## src/pkg/ulc_pkg.sv

```systemverilog
// Purpose: shared constants and types of the serial line controller
// Assumes: 125 MHz ref_clk, fixed bit time (no rate generator here)
// Notes: register indices are word offsets on the plain register port
package ulc_pkg;
  localparam int ULC_AW = 4;
  // register offsets
  localparam logic [3:0] ULC_FRAME = 4'h0;
  localparam logic [3:0] ULC_FLOW = 4'h1;
  localparam logic [3:0] ULC_RESUME = 4'h2;
  localparam logic [3:0] ULC_PAUSE = 4'h3;
  localparam logic [3:0] ULC_FAULT = 4'h4;
  localparam logic [3:0] ULC_BREAK = 4'h5;
  localparam logic [3:0] ULC_TURN = 4'h6;
  localparam logic [3:0] ULC_PINFN = 4'h7;
  localparam logic [3:0] ULC_DIR = 4'h8;
  localparam logic [3:0] ULC_MASK = 4'h9;
  localparam logic [3:0] ULC_SET = 4'ha;
  localparam logic [3:0] ULC_ADDR = 4'hb;
  // reset values
  localparam logic [7:0] ULC_FRAME_RST = 8'h08;
  localparam logic [7:0] ULC_ZERO = 8'h00;
  // data width codes
  localparam logic [3:0] ULC_W7 = 4'h7;
  localparam logic [3:0] ULC_W9 = 4'h9;
  // parity codes
  localparam logic [2:0] ULC_PNONE = 3'h0;
  localparam logic [2:0] ULC_PODD = 3'h1;
  localparam logic [2:0] ULC_PEVEN = 3'h2;
  localparam logic [2:0] ULC_PMARK = 3'h3;
  localparam logic [2:0] ULC_PSPACE = 3'h4;
  // flow modes
  localparam logic [2:0] ULC_MD_HW = 3'h1;
  localparam logic [2:0] ULC_MD_SW = 3'h2;
  localparam logic [2:0] ULC_MD_RX = 3'h3;
  localparam logic [2:0] ULC_MD_BOTH = 3'h4;
  // pin functions
  localparam logic [2:0] ULC_PF_GPIO = 3'h0;
  localparam logic [2:0] ULC_PF_RTS = 3'h1;
  localparam logic [2:0] ULC_PF_DTR = 3'h2;
  localparam logic [2:0] ULC_PF_XCVR = 3'h3;
  localparam logic [2:0] ULC_PF_XM = 3'h4;
  // bit time
  localparam int ULC_CLK_NS = 8;
  localparam int ULC_BIT_NS = 1000;
  localparam logic [7:0] ULC_BIT_CYC = 8'(ULC_BIT_NS / ULC_CLK_NS - 1);
  localparam logic [7:0] ULC_HALF_CYC = 8'(ULC_BIT_NS / ULC_CLK_NS / 2 - 1);
  typedef enum logic [2:0] {
    TX_IDLE = 3'b000, TX_LEAD = 3'b001, TX_SHIFT = 3'b011,
    TX_HOLD = 3'b010, TX_BRK = 3'b110
  } ulc_tx_type;
  typedef enum logic [1:0] {
    RX_IDLE = 2'b00, RX_START = 2'b01, RX_BITS = 2'b11, RX_WAITHI = 2'b10
  } ulc_rx_type;
endpackage : ulc_pkg

```

## src/rtl/ulc_line_ctrl.sv

```systemverilog
// Purpose: one serial channel: framing, flow modes, faults, break, pin mux
// Assumes: bit time fixed by ULC_BIT_CYC; rx_full comes from the rx buffer
// Notes: all state sits in one struct, registered once per clock
//
// Decided for this implementation: the strobed register port and the address map.
`timescale 1ns/100ps
module ulc_line_ctrl (
  // clock and reset
  input wire logic ref_clk,
  input wire logic rstn,
  // register port
  input wire logic [ulc_pkg::ULC_AW-1:0] reg_addr,
  input wire logic [7:0] reg_wdata,
  input wire logic reg_wr,
  input wire logic reg_rd,
  output logic [7:0] reg_rdata,
  // transmit stream
  input wire logic [8:0] tx_data,
  input wire logic tx_valid,
  output logic tx_ready,
  // receive stream
  output logic [8:0] rx_data,
  output logic rx_valid,
  input wire logic rx_full,
  // serial line
  input wire logic rxd,
  output logic txd,
  // general pins
  input wire logic [5:0] gp_in,
  output logic [5:0] gp_out,
  output logic [5:0] gp_oe,
  output logic pin_event,
  output logic [5:0] pin_event_bits
);
  import ulc_pkg::*;

  typedef struct packed {
    logic [7:0] frame, flow, xon, xoff, brk, dly, pfn, dir, msk, addr;
    logic [5:0] gpo;
    logic [6:3] flags;
    logic brk_live;
    logic [7:0] rdata;
    logic rx_s1, rx_s2;
    logic [5:0] gp_s1, gp_s2, gp_prev;
    ulc_tx_type tx_st;
    logic [7:0] tx_cnt;
    logic [3:0] tx_bit;
    logic [11:0] tx_sh;
    logic txd;
    logic paused, matched;
    ulc_rx_type rx_st;
    logic [7:0] rx_cnt;
    logic [3:0] rx_bit;
    logic [11:0] rx_sh;
    logic [8:0] rx_data;
    logic rx_valid;
    logic pin_event;
    logic [5:0] pin_bits;
  } ulc_state_type;

  ulc_state_type q, d;
  logic nine, par_on, two_stop, go, de_act, blocked, accept;
  logic [3:0] nd, total;
  logic [2:0] mode, psel;
  logic [5:0] tk_in, tk_out, fout, chg;
  logic [8:0] mk;

  // parity bit of the masked data for the chosen kind
  function automatic logic par_bit(input logic [8:0] dv, input logic [2:0] sel);
    logic r;
    r = 1'b0;
    unique case (sel)
      ULC_PODD: r = ~^dv;
      ULC_PEVEN: r = ^dv;
      ULC_PMARK: r = 1'b1;
      default: r = 1'b0;
    endcase
    return r;
  endfunction : par_bit

  // character shape; reserved width codes fall back to eight bits
  always_comb begin
    nine = q.frame[3:0] == ULC_W9;
    nd = (q.frame[3:0] == ULC_W7) ? 4'd7 : (nine ? 4'd9 : 4'd8);
    mk = (q.frame[3:0] == ULC_W7) ? 9'h07f : (nine ? 9'h1ff : 9'h0ff);
    psel = q.frame[6:4];
    par_on = !nine && psel != ULC_PNONE && psel <= ULC_PSPACE;
    two_stop = q.frame[7];
    total = 4'd1 + nd + {3'd0, par_on} + (two_stop ? 4'd2 : 4'd1);
    mode = q.flow[2:0];
  end

  // transmit permission from flow mode, handshakes, address match and break
  always_comb begin
    go = 1'b1;
    if (mode == ULC_MD_SW && q.paused) begin
      go = 1'b0;
    end
    if (mode == ULC_MD_HW && q.pfn[2:0] == ULC_PF_RTS && q.gp_s2[4]) begin
      go = 1'b0;
    end
    if (mode == ULC_MD_HW && q.pfn[2:0] == ULC_PF_DTR && q.gp_s2[2]) begin
      go = 1'b0;
    end
    if (mode == ULC_MD_BOTH && !q.matched) begin
      go = 1'b0;
    end
    if (q.brk != ULC_ZERO) begin
      go = 1'b0;
    end
    tx_ready = q.tx_st == TX_IDLE && go;
    accept = tx_ready && tx_valid;
    blocked = q.flow[3] && q.tx_st != TX_IDLE;
    de_act = (q.tx_st == TX_LEAD || q.tx_st == TX_SHIFT || q.tx_st == TX_HOLD)
      && (q.pfn[2:0] != ULC_PF_XM || q.matched);
  end

  // pin takeover by the selected function
  always_comb begin
    tk_in = 6'h00;
    tk_out = 6'h00;
    fout = 6'h00;
    unique case (q.pfn[2:0])
      ULC_PF_RTS: begin
        tk_in[4] = 1'b1;
        tk_out[5] = 1'b1;
        fout[5] = rx_full; // ready to receive shows as low
      end
      ULC_PF_DTR: begin
        tk_in[2] = 1'b1;
        tk_out[3] = 1'b1;
        fout[3] = rx_full;
      end
      ULC_PF_XCVR, ULC_PF_XM: begin
        tk_out[5] = 1'b1;
        fout[5] = de_act ? q.pfn[3] : !q.pfn[3];
      end
      default: begin
        tk_in = 6'h00;
      end
    endcase
    gp_oe = tk_out | (q.dir[5:0] & ~tk_in & ~tk_out);
    gp_out = (tk_out & fout) | (~tk_out & q.gpo);
    chg = (q.gp_s2 ^ q.gp_prev) & ~gp_oe & ~tk_in & ~q.msk[5:0];
  end

  // next state
  always_comb begin
    logic [11:0] sh;
    logic [8:0] dv;
    logic pb, s1, s2;
    sh = 12'h000;
    dv = 9'h000;
    pb = 1'b0;
    s1 = 1'b1;
    s2 = 1'b1;
    d = q;
    d.rx_valid = 1'b0;
    d.rx_s1 = rxd;
    d.rx_s2 = q.rx_s1;
    d.gp_s1 = gp_in;
    d.gp_s2 = q.gp_s1;
    d.gp_prev = q.gp_s2;
    d.pin_event = |chg;
    d.pin_bits = chg;
    // register writes; flow mode is trusted to change only while idle
    if (reg_wr) begin
      unique case (reg_addr)
        ULC_FRAME: d.frame = reg_wdata;
        ULC_FLOW: d.flow = reg_wdata;
        ULC_RESUME: d.xon = reg_wdata;
        ULC_PAUSE: d.xoff = reg_wdata;
        ULC_BREAK: d.brk = reg_wdata;
        ULC_TURN: d.dly = reg_wdata;
        ULC_PINFN: d.pfn = reg_wdata;
        ULC_DIR: d.dir = reg_wdata;
        ULC_MASK: d.msk = reg_wdata;
        ULC_SET: d.gpo = q.gpo | reg_wdata[5:0];
        ULC_ADDR: d.addr = reg_wdata;
        default: d.addr = q.addr;
      endcase
    end
    // reads answer next cycle; unmapped reads as zero
    unique case (reg_addr)
      ULC_FRAME: d.rdata = q.frame;
      ULC_FLOW: d.rdata = q.flow;
      ULC_RESUME: d.rdata = q.xon;
      ULC_PAUSE: d.rdata = q.xoff;
      ULC_FAULT: d.rdata = {q.brk_live, q.flags, 3'h0};
      ULC_BREAK: d.rdata = q.brk;
      ULC_TURN: d.rdata = q.dly;
      ULC_PINFN: d.rdata = q.pfn;
      ULC_DIR: d.rdata = q.dir;
      ULC_MASK: d.rdata = q.msk;
      ULC_SET: d.rdata = {2'h0, q.gpo};
      ULC_ADDR: d.rdata = q.addr;
      default: d.rdata = ULC_ZERO;
    endcase
    // clear first so that a set in the same cycle wins
    if (reg_rd && reg_addr == ULC_FAULT) begin
      d.flags = 4'h0;
    end
    // transmitter
    unique case (q.tx_st)
      TX_IDLE: begin
        if (q.brk != ULC_ZERO) begin
          d.tx_st = TX_BRK;
          d.txd = 1'b0;
        end else if (accept) begin
          sh = 12'hfff;
          sh[0] = 1'b0;
          for (int i = 0; i < 9; i++) begin
            if (i < nd) begin
              sh[i+1] = tx_data[i];
            end
          end
          if (par_on) begin
            sh[nd+4'd1] = par_bit(tx_data & mk, psel);
          end
          d.tx_sh = sh;
          d.tx_bit = total;
          d.tx_cnt = ULC_BIT_CYC;
          d.tx_st = TX_LEAD;
        end
      end
      TX_LEAD: begin
        d.tx_st = TX_SHIFT;
        d.txd = q.tx_sh[0];
      end
      TX_SHIFT: begin
        if (q.tx_cnt == 8'h00) begin
          d.tx_cnt = ULC_BIT_CYC;
          d.tx_sh = {1'b1, q.tx_sh[11:1]};
          d.tx_bit = q.tx_bit - 4'd1;
          d.txd = q.tx_sh[1];
          if (q.tx_bit == 4'd1) begin
            d.txd = 1'b1;
            d.tx_bit = q.dly[3:0];
            d.tx_st = q.flow[3] ? TX_HOLD : TX_IDLE;
          end
        end else begin
          d.tx_cnt = q.tx_cnt - 8'h01;
        end
      end
      TX_HOLD: begin
        if (q.tx_bit == 4'd0) begin
          d.tx_st = TX_IDLE;
        end else if (q.tx_cnt == 8'h00) begin
          d.tx_cnt = ULC_BIT_CYC;
          d.tx_bit = q.tx_bit - 4'd1;
        end else begin
          d.tx_cnt = q.tx_cnt - 8'h01;
        end
      end
      TX_BRK: begin
        if (q.brk == ULC_ZERO) begin
          d.tx_st = TX_IDLE;
          d.txd = 1'b1;
        end
      end
      default: begin
        d.tx_st = TX_IDLE;
        d.txd = 1'b1;
      end
    endcase
    // receiver; sampling at mid bit from the start edge
    unique case (q.rx_st)
      RX_IDLE: begin
        if (!blocked && !q.rx_s2) begin
          d.rx_st = RX_START;
          d.rx_cnt = ULC_HALF_CYC;
        end
      end
      RX_START: begin
        if (q.rx_cnt != 8'h00) begin
          d.rx_cnt = q.rx_cnt - 8'h01;
        end else if (q.rx_s2) begin
          d.rx_st = RX_IDLE; // glitch, not a start bit
        end else begin
          d.rx_st = RX_BITS;
          d.rx_cnt = ULC_BIT_CYC;
          d.rx_bit = 4'd0;
          d.rx_sh = 12'h000;
        end
      end
      RX_BITS: begin
        if (q.rx_cnt != 8'h00) begin
          d.rx_cnt = q.rx_cnt - 8'h01;
        end else begin
          sh = q.rx_sh;
          sh[q.rx_bit] = q.rx_s2;
          d.rx_sh = sh;
          d.rx_cnt = ULC_BIT_CYC;
          d.rx_bit = q.rx_bit + 4'd1;
          if (q.rx_bit == total - 4'd2) begin
            d.rx_st = RX_IDLE;
            dv = sh[8:0] & mk;
            pb = sh[nd];
            s1 = sh[nd+{3'd0, par_on}];
            s2 = two_stop ? sh[nd+{3'd0, par_on}+4'd1] : 1'b1;
            if (sh == 12'h000) begin
              d.flags[3] = 1'b1;
              d.brk_live = 1'b1;
              d.rx_st = RX_WAITHI;
            end else begin
              if (!s1 || !s2) begin
                d.flags[4] = 1'b1;
              end
              if (par_on && pb != par_bit(dv, psel)) begin
                d.flags[5] = 1'b1;
              end
              if ((mode == ULC_MD_RX || mode == ULC_MD_BOTH) && nine && dv[8]) begin
                d.matched = dv[7:0] == q.addr;
              end else if (mode == ULC_MD_SW && dv[7:0] == q.xoff) begin
                d.paused = 1'b1;
              end else if (mode == ULC_MD_SW && dv[7:0] == q.xon) begin
                d.paused = 1'b0;
              end else if ((mode != ULC_MD_RX && mode != ULC_MD_BOTH) || q.matched) begin
                d.rx_valid = 1'b1;
                d.rx_data = dv;
                if (rx_full) begin
                  d.flags[6] = 1'b1;
                end
              end
            end
          end
        end
      end
      RX_WAITHI: begin
        if (q.rx_s2) begin
          d.brk_live = 1'b0;
          d.rx_st = RX_IDLE;
        end
      end
      default: d.rx_st = RX_IDLE;
    endcase
    // half-duplex: whatever arrives while sending is thrown away
    // a break found just as sending starts keeps its wait state, so the live bit can still fall
    if (blocked && d.rx_st != RX_WAITHI) begin
      d.rx_st = RX_IDLE;
    end
  end

  // state register; line idles high after reset
  always_ff @(posedge ref_clk or negedge rstn) begin
    if (!rstn) begin
      q <= '0;
      q.frame <= ULC_FRAME_RST;
      q.txd <= 1'b1;
      q.rx_s1 <= 1'b1;
      q.rx_s2 <= 1'b1;
    end else begin
      q <= d;
    end
  end

  assign reg_rdata = q.rdata;
  assign rx_data = q.rx_data;
  assign rx_valid = q.rx_valid;
  assign txd = q.txd;
  assign pin_event = q.pin_event;
  assign pin_event_bits = q.pin_bits;

  // checks
  brk_line_a: assert property (@(posedge ref_clk) disable iff (!rstn)
    q.tx_st == TX_BRK |-> !txd) else $error("break state without low line");
  fault_clr_a: assert property (@(posedge ref_clk) disable iff (!rstn)
    reg_rd && reg_addr == ULC_FAULT && q.rx_st != RX_BITS |=> q.flags == 4'h0)
    else $error("fault bits survive a read");
  brk_live_a: assert property (@(posedge ref_clk) disable iff (!rstn)
    q.brk_live |-> q.rx_st == RX_WAITHI) else $error("live break out of step");
  half_dup_a: assert property (@(posedge ref_clk) disable iff (!rstn)
    q.flow[3] && q.tx_st == TX_SHIFT && q.rx_st != RX_WAITHI |=> q.rx_st == RX_IDLE)
    else $error("receiver active while sending half-duplex");
  pause_gate_a: assert property (@(posedge ref_clk) disable iff (!rstn)
    mode == ULC_MD_SW && q.paused |-> !tx_ready) else $error("sending while paused");
  de_lead_a: assert property (@(posedge ref_clk) disable iff (!rstn)
    q.tx_st == TX_LEAD && q.pfn[2:0] == ULC_PF_XCVR |-> txd && gp_out[5] == q.pfn[3])
    else $error("enable not ahead of start bit");
  two_stop_a: assert property (@(posedge ref_clk) disable iff (!rstn)
    accept && q.frame == 8'hb8 |=> q.tx_bit == 4'd12) else $error("wrong frame length");
  nine_len_a: assert property (@(posedge ref_clk) disable iff (!rstn)
    accept && nine && !q.frame[7] |=> q.tx_bit == 4'd11) else $error("parity with nine bits");
  gp_dir_a: assert property (@(posedge ref_clk) disable iff (!rstn)
    q.pfn[2:0] == ULC_PF_GPIO |-> gp_oe == q.dir[5:0]) else $error("pin direction wrong");
endmodule : ulc_line_ctrl

```

## config.mk

```make
export PLATFORM = sky130hd
export DESIGN_NAME = ulc_line_ctrl
export DESIGN_NICKNAME = d
export VERILOG_FILES = /design/src/pkg/ulc_pkg.sv /design/src/rtl/ulc_line_ctrl.sv
export SDC_FILE = /design/constraint.sdc
export NUM_CORES = 1
export LEC_CHECK = 0
export BUFFER_PORTS_ARGS = -buffer_cell sky130_fd_sc_hd__buf_2
export CORE_MARGIN = 2
export CORE_UTILIZATION = 40
export CTS_CLUSTER_SIZE = 10
export DETAILED_ROUTE_END_ITERATION = 12
export PLACE_DENSITY = 0.59
export RECOVER_POWER = 50
export SLEW_MARGIN = 40
export SYNTH_ARGS = -nofsm -noshare
export SYNTH_HDL_FRONTEND = slang
export SYNTH_SLANG_ARGS = --single-unit
```

## constraint.sdc

```tcl
create_clock -name ref_clk -period 10.6 [get_ports ref_clk]
set_input_delay 1.06 -clock ref_clk [delete_from_list [all_inputs] [get_ports ref_clk]]
set_output_delay 1.06 -clock ref_clk [all_outputs]
set_load 0.01 [all_outputs]
```

==> metrics.txt <==
# TYPE chip_impl_metric gauge
chip_impl_metric{name="synth_cell_type_count",unit=""} 78
chip_impl_metric{name="final_period_minus_worst_setup_slack",unit="ps"} 6450
chip_impl_metric{name="timing.final.crit_share",unit=""} 0.6085
chip_impl_metric{name="detail_route.iter0.violations",unit=""} 827
chip_impl_metric{name="worst_r2r_path_depth",unit=""} 15
chip_impl_metric{name="worst-endpoint-arrival",unit="ps"} 6110
chip_impl_metric{name="drive_gt1_frac",unit=""} 0.2254
chip_impl_metric{name="initial_utilization",unit=""} 0.4086
chip_impl_metric{name="fmax",unit="MHz"} 155.0
chip_impl_metric{name="timing.critical_path.required",unit="ps"} 10260
chip_impl_metric{name="synth_cells",unit=""} 980
chip_impl_metric{name="clock-skew-final",unit="ps"} 17.00
chip_impl_metric{name="avgRoutedWirePerCell",unit="µm"} 21.11
chip_impl_metric{name="insertion_delay",unit="ps"} 460
chip_impl_metric{name="routed-via-count",unit=""} 7752
chip_impl_metric{name="remaining_drc_errors",unit=""} 0
chip_impl_metric{name="synthesized_netlist_net_count",unit=""} 1029
chip_impl_metric{name="detailedRoute.firstPassIterationCount",unit=""} 5
chip_impl_metric{name="clk_pin_slew_worst_paths",unit="ps"} 80
chip_impl_metric{name="avgViaCountPerCell",unit=""} 5.759
chip_impl_metric{name="grt_pass1_vias",unit=""} 7567
chip_impl_info{name="crit_slowest_cell",value="sky130_fd_sc_hd__clkbuf_1"} 1
chip_impl_metric{name="synth-warning-count",unit=""} 0
chip_impl_metric{name="report.final.setup_viol",unit=""} 0
chip_impl_metric{name="timing.critical_path.buf_inv",unit=""} 2
chip_impl_metric{name="drt-total-wl",unit="µm"} 28410
chip_impl_metric{name="yosysSeqAreaShare",unit=""} 0.4661
chip_impl_info{name="rsz0062_at_grt",value="no"} 1
chip_impl_metric{name="tightest_slew",unit="ps"} 3904
chip_impl_info{name="path_cells",value="clkbuf_1 > clkbuf_1"} 1
chip_impl_metric{name="post_cts_setup_buffers",unit=""} 0
chip_impl_metric{name="number_of_nets_in_the_layout",unit=""} 1052
chip_impl_metric{name="port_buffers",unit=""} 72
chip_impl_info{name="worst_hold_path_type",value="flop to flop"} 1
chip_impl_metric{name="min_delay_path_depth",unit=""} 0
chip_impl_metric{name="grt_max_degree",unit=""} 73
chip_impl_metric{name="power.ir.vdd_worst",unit="mV"} 0.09925
chip_impl_metric{name="timing.critical_path.fanout_max",unit=""} 72
chip_impl_metric{name="cts.htree.levels",unit=""} 4
chip_impl_metric{name="finalSetupTns",unit="ps"} 0
chip_impl_metric{name="hold_viol_final",unit=""} 0
chip_impl_metric{name="final-max-slew-violation-count",unit=""} 197
chip_impl_metric{name="fin_hold_ws",unit="ps"} 350.0
chip_impl_info{name="mostFrequentLayoutCell",value="sky130_fd_sc_hd__dfrtp_1"} 1
chip_impl_metric{name="chipHeight",unit="µm"} 164.6
chip_impl_metric{name="antennaDiodeCount",unit=""} 0
chip_impl_metric{name="ctsHoldBuffers",unit=""} 0
chip_impl_metric{name="grt_antenna_before_repair",unit=""} 0
chip_impl_info{name="crit_path_end_kind",value="asynchronous set/reset pin"} 1
chip_impl_info{name="cts.root.buffer_cell",value="sky130_fd_sc_hd__clkbuf_16"} 1
chip_impl_metric{name="finalWeightedCongestion",unit=""} 0.8757
chip_impl_metric{name="die_x",unit="µm"} 164.6
chip_impl_info{name="crit_path_start_kind",value="input pin"} 1
chip_impl_info{name="tritoncts",value="done"} 1
chip_impl_metric{name="die_area",unit="µm²"} 27100
chip_impl_metric{name="per_instance_average_area_after_synthesis",unit="µm²"} 10.53
chip_impl_metric{name="io-pin-count",unit=""} 73
chip_impl_info{name="synth-main-ff-cell",value="sky130_fd_sc_hd__dfrtp_1"} 1
chip_impl_metric{name="detailed_place.area",unit="µm²"} 10760
chip_impl_metric{name="post_cts_resize_count",unit=""} 0
chip_impl_metric{name="power_density",unit="nW/µm²"} 198.1
chip_impl_metric{name="clock_path_buffers",unit=""} 2
chip_impl_metric{name="placement_rows",unit=""} 58
chip_impl_metric{name="cap_viol_max_count",unit=""} 3
chip_impl_metric{name="core_footprint",unit="µm²"} 25250
chip_impl_metric{name="leakagePower",unit="nW"} 4.950
chip_impl_info{name="cpLargestDelayFamily",value="buffers and inverters"} 1
chip_impl_metric{name="slowest_delay",unit="ps"} 2880
chip_impl_metric{name="grt_overflow",unit=""} 0
chip_impl_metric{name="synth_area",unit="µm²"} 10320
chip_impl_metric{name="area_growth",unit="%"} 10.51
chip_impl_metric{name="synth-async-reset-ratio",unit=""} 1.000
chip_impl_metric{name="grtUsageTotal",unit=""} 0.2180
chip_impl_metric{name="grt_first_pass_wirelength",unit="µm"} 44620
chip_impl_metric{name="hpwl",unit="µm"} 20080
chip_impl_info{name="mostFrequentLayoutCells",value="sky130_fd_sc_hd__dfrtp_1, sky130_fd_sc_hd__mux2_2, sky130_fd_sc_hd__nand2_1, sky130_fd_sc_hd__buf_2, sky130_fd_sc_hd__o21ai_0"} 1
chip_impl_metric{name="cts_num_sinks",unit=""} 192
chip_impl_metric{name="synth_enable_flop_cells",unit=""} 0
chip_impl_metric{name="antenna_violating_nets_post_route",unit=""} 0
chip_impl_metric{name="maxSlewHeadroom",unit=""} -1.603
chip_impl_info{name="run_status",value="finished, violations left"} 1
chip_impl_metric{name="design_area",unit="µm²"} 11400
chip_impl_metric{name="critical_path_depth",unit=""} 2
chip_impl_info{name="violations",value="capacitance limit, slew limit"} 1
chip_impl_info{name="timing_worst_setup_path_type",value="input pin to asynchronous set/reset pin"} 1
chip_impl_metric{name="cts_buffers",unit=""} 17
chip_impl_metric{name="yosys_register_bits",unit=""} 192
chip_impl_info{name="cp_common_cell",value="sky130_fd_sc_hd__clkbuf_1"} 1
-- per-stage QoR --
| step | instances | worst slack, ps | total power [mW] | util |
|---|---|---|---|---|
| final | 1346 | 4150 | 2.259 | 0.4516 |
| after global placement | 1314 | 5979 | 1.553 | 0.4249 |
| after detailed placement | 1314 | 5830 | 1.569 | 0.4261 |
| after global routing | 1346 | 2879 | 2.384 | 0.4516 |
| after floorplan | 980 | 6659 | 1.397 | - |
| after CTS | 1346 | 5803 | 2.270 | 0.4518 |
-- cell usage after synthesis (all sizes together), types with 14 or more instances --
master	instances	area, µm²
nor2	58	217.7
nand2	74	277.8
mux2i	44	452.9
inv	37	138.9
nand3b	14	105.1
xnor2	37	324.1
ha	14	175.2
o21ai	60	300.3
clkbuf	35	131.4
mux2	94	1062
buf	40	289.0
dfrtp	188	4705
nand3	24	120.1
nor3	22	115.1
a21oi	34	170.2
-- power breakdown --
| group | switching [mW] | internal, mW |
|---|---|---|
| clock | 0.365 | 0.335 |
| sequential | 0.165 | 0.877 |
| combinational | 0.264 | 0.253 |
| total | 0.795 | 1.46 |
-- final timing paths --
kind	from	to	slack (ps)
max	rstn	q[25]	4150
max reg2reg	psel[0]	rx_data[7]	5730
min	d[81]	d[75]	350
max in group ref_clk	psel[0]	rx_data[7]	5730
min reg2reg	d[81]	d[75]	350
min in group asynchronous	rstn	q[65]	1590
-- flip-flops by register name, indices dropped and copies added, names as in the netlist --
name / count
q: 147
d: 13
rx_data: 9
reg_rdata: 8
pin_event_bits: 6
mode: 3
psel: 3
pin_event: 1
rx_valid: 1
txd: 1
-- area by class of cell --
cell class                 count  area [µm²]
sequential                   192        4810
inverter                      39       146.4
clock buffer                  17       425.4
tap                          330       412.9
fill                        2444       13850
timing repair buffer          80       412.9
multi-input combinational    673        4972
clock inverter                15       225.2
-- metal layers --
metal | routed length (µm) | track usage | vias to the layer above | share of wire
met5 | 0 | 0 | - | 0
met4 | 496 | 0.06324 | 0 | 0.017
met3 | 1580 | 0.03993 | 35 | 0.056
met2 | 13140 | 0.3345 | 252 | 0.46
met1 | 13200 | 0.3155 | 3942 | 0.46
li1 | - | - | 3523 | -
-- cells by family (layout without fill, tap and decap cells) --
group / after synthesis / in the layout / synth area share
xor+xnor: 49 / 49 / 0.04159
compound gates: 185 / 185 / 0.1175
mux: 144 / 144 / 0.1599
buf+inv: 115 / 151 / 0.05589
simple gates: 280 / 280 / 0.1402
flops: 192 / 192 / 0.4661
fa+ha+maj: 15 / 15 / 0.01891
Note: power is estimated with default switching activity, not from simulation.
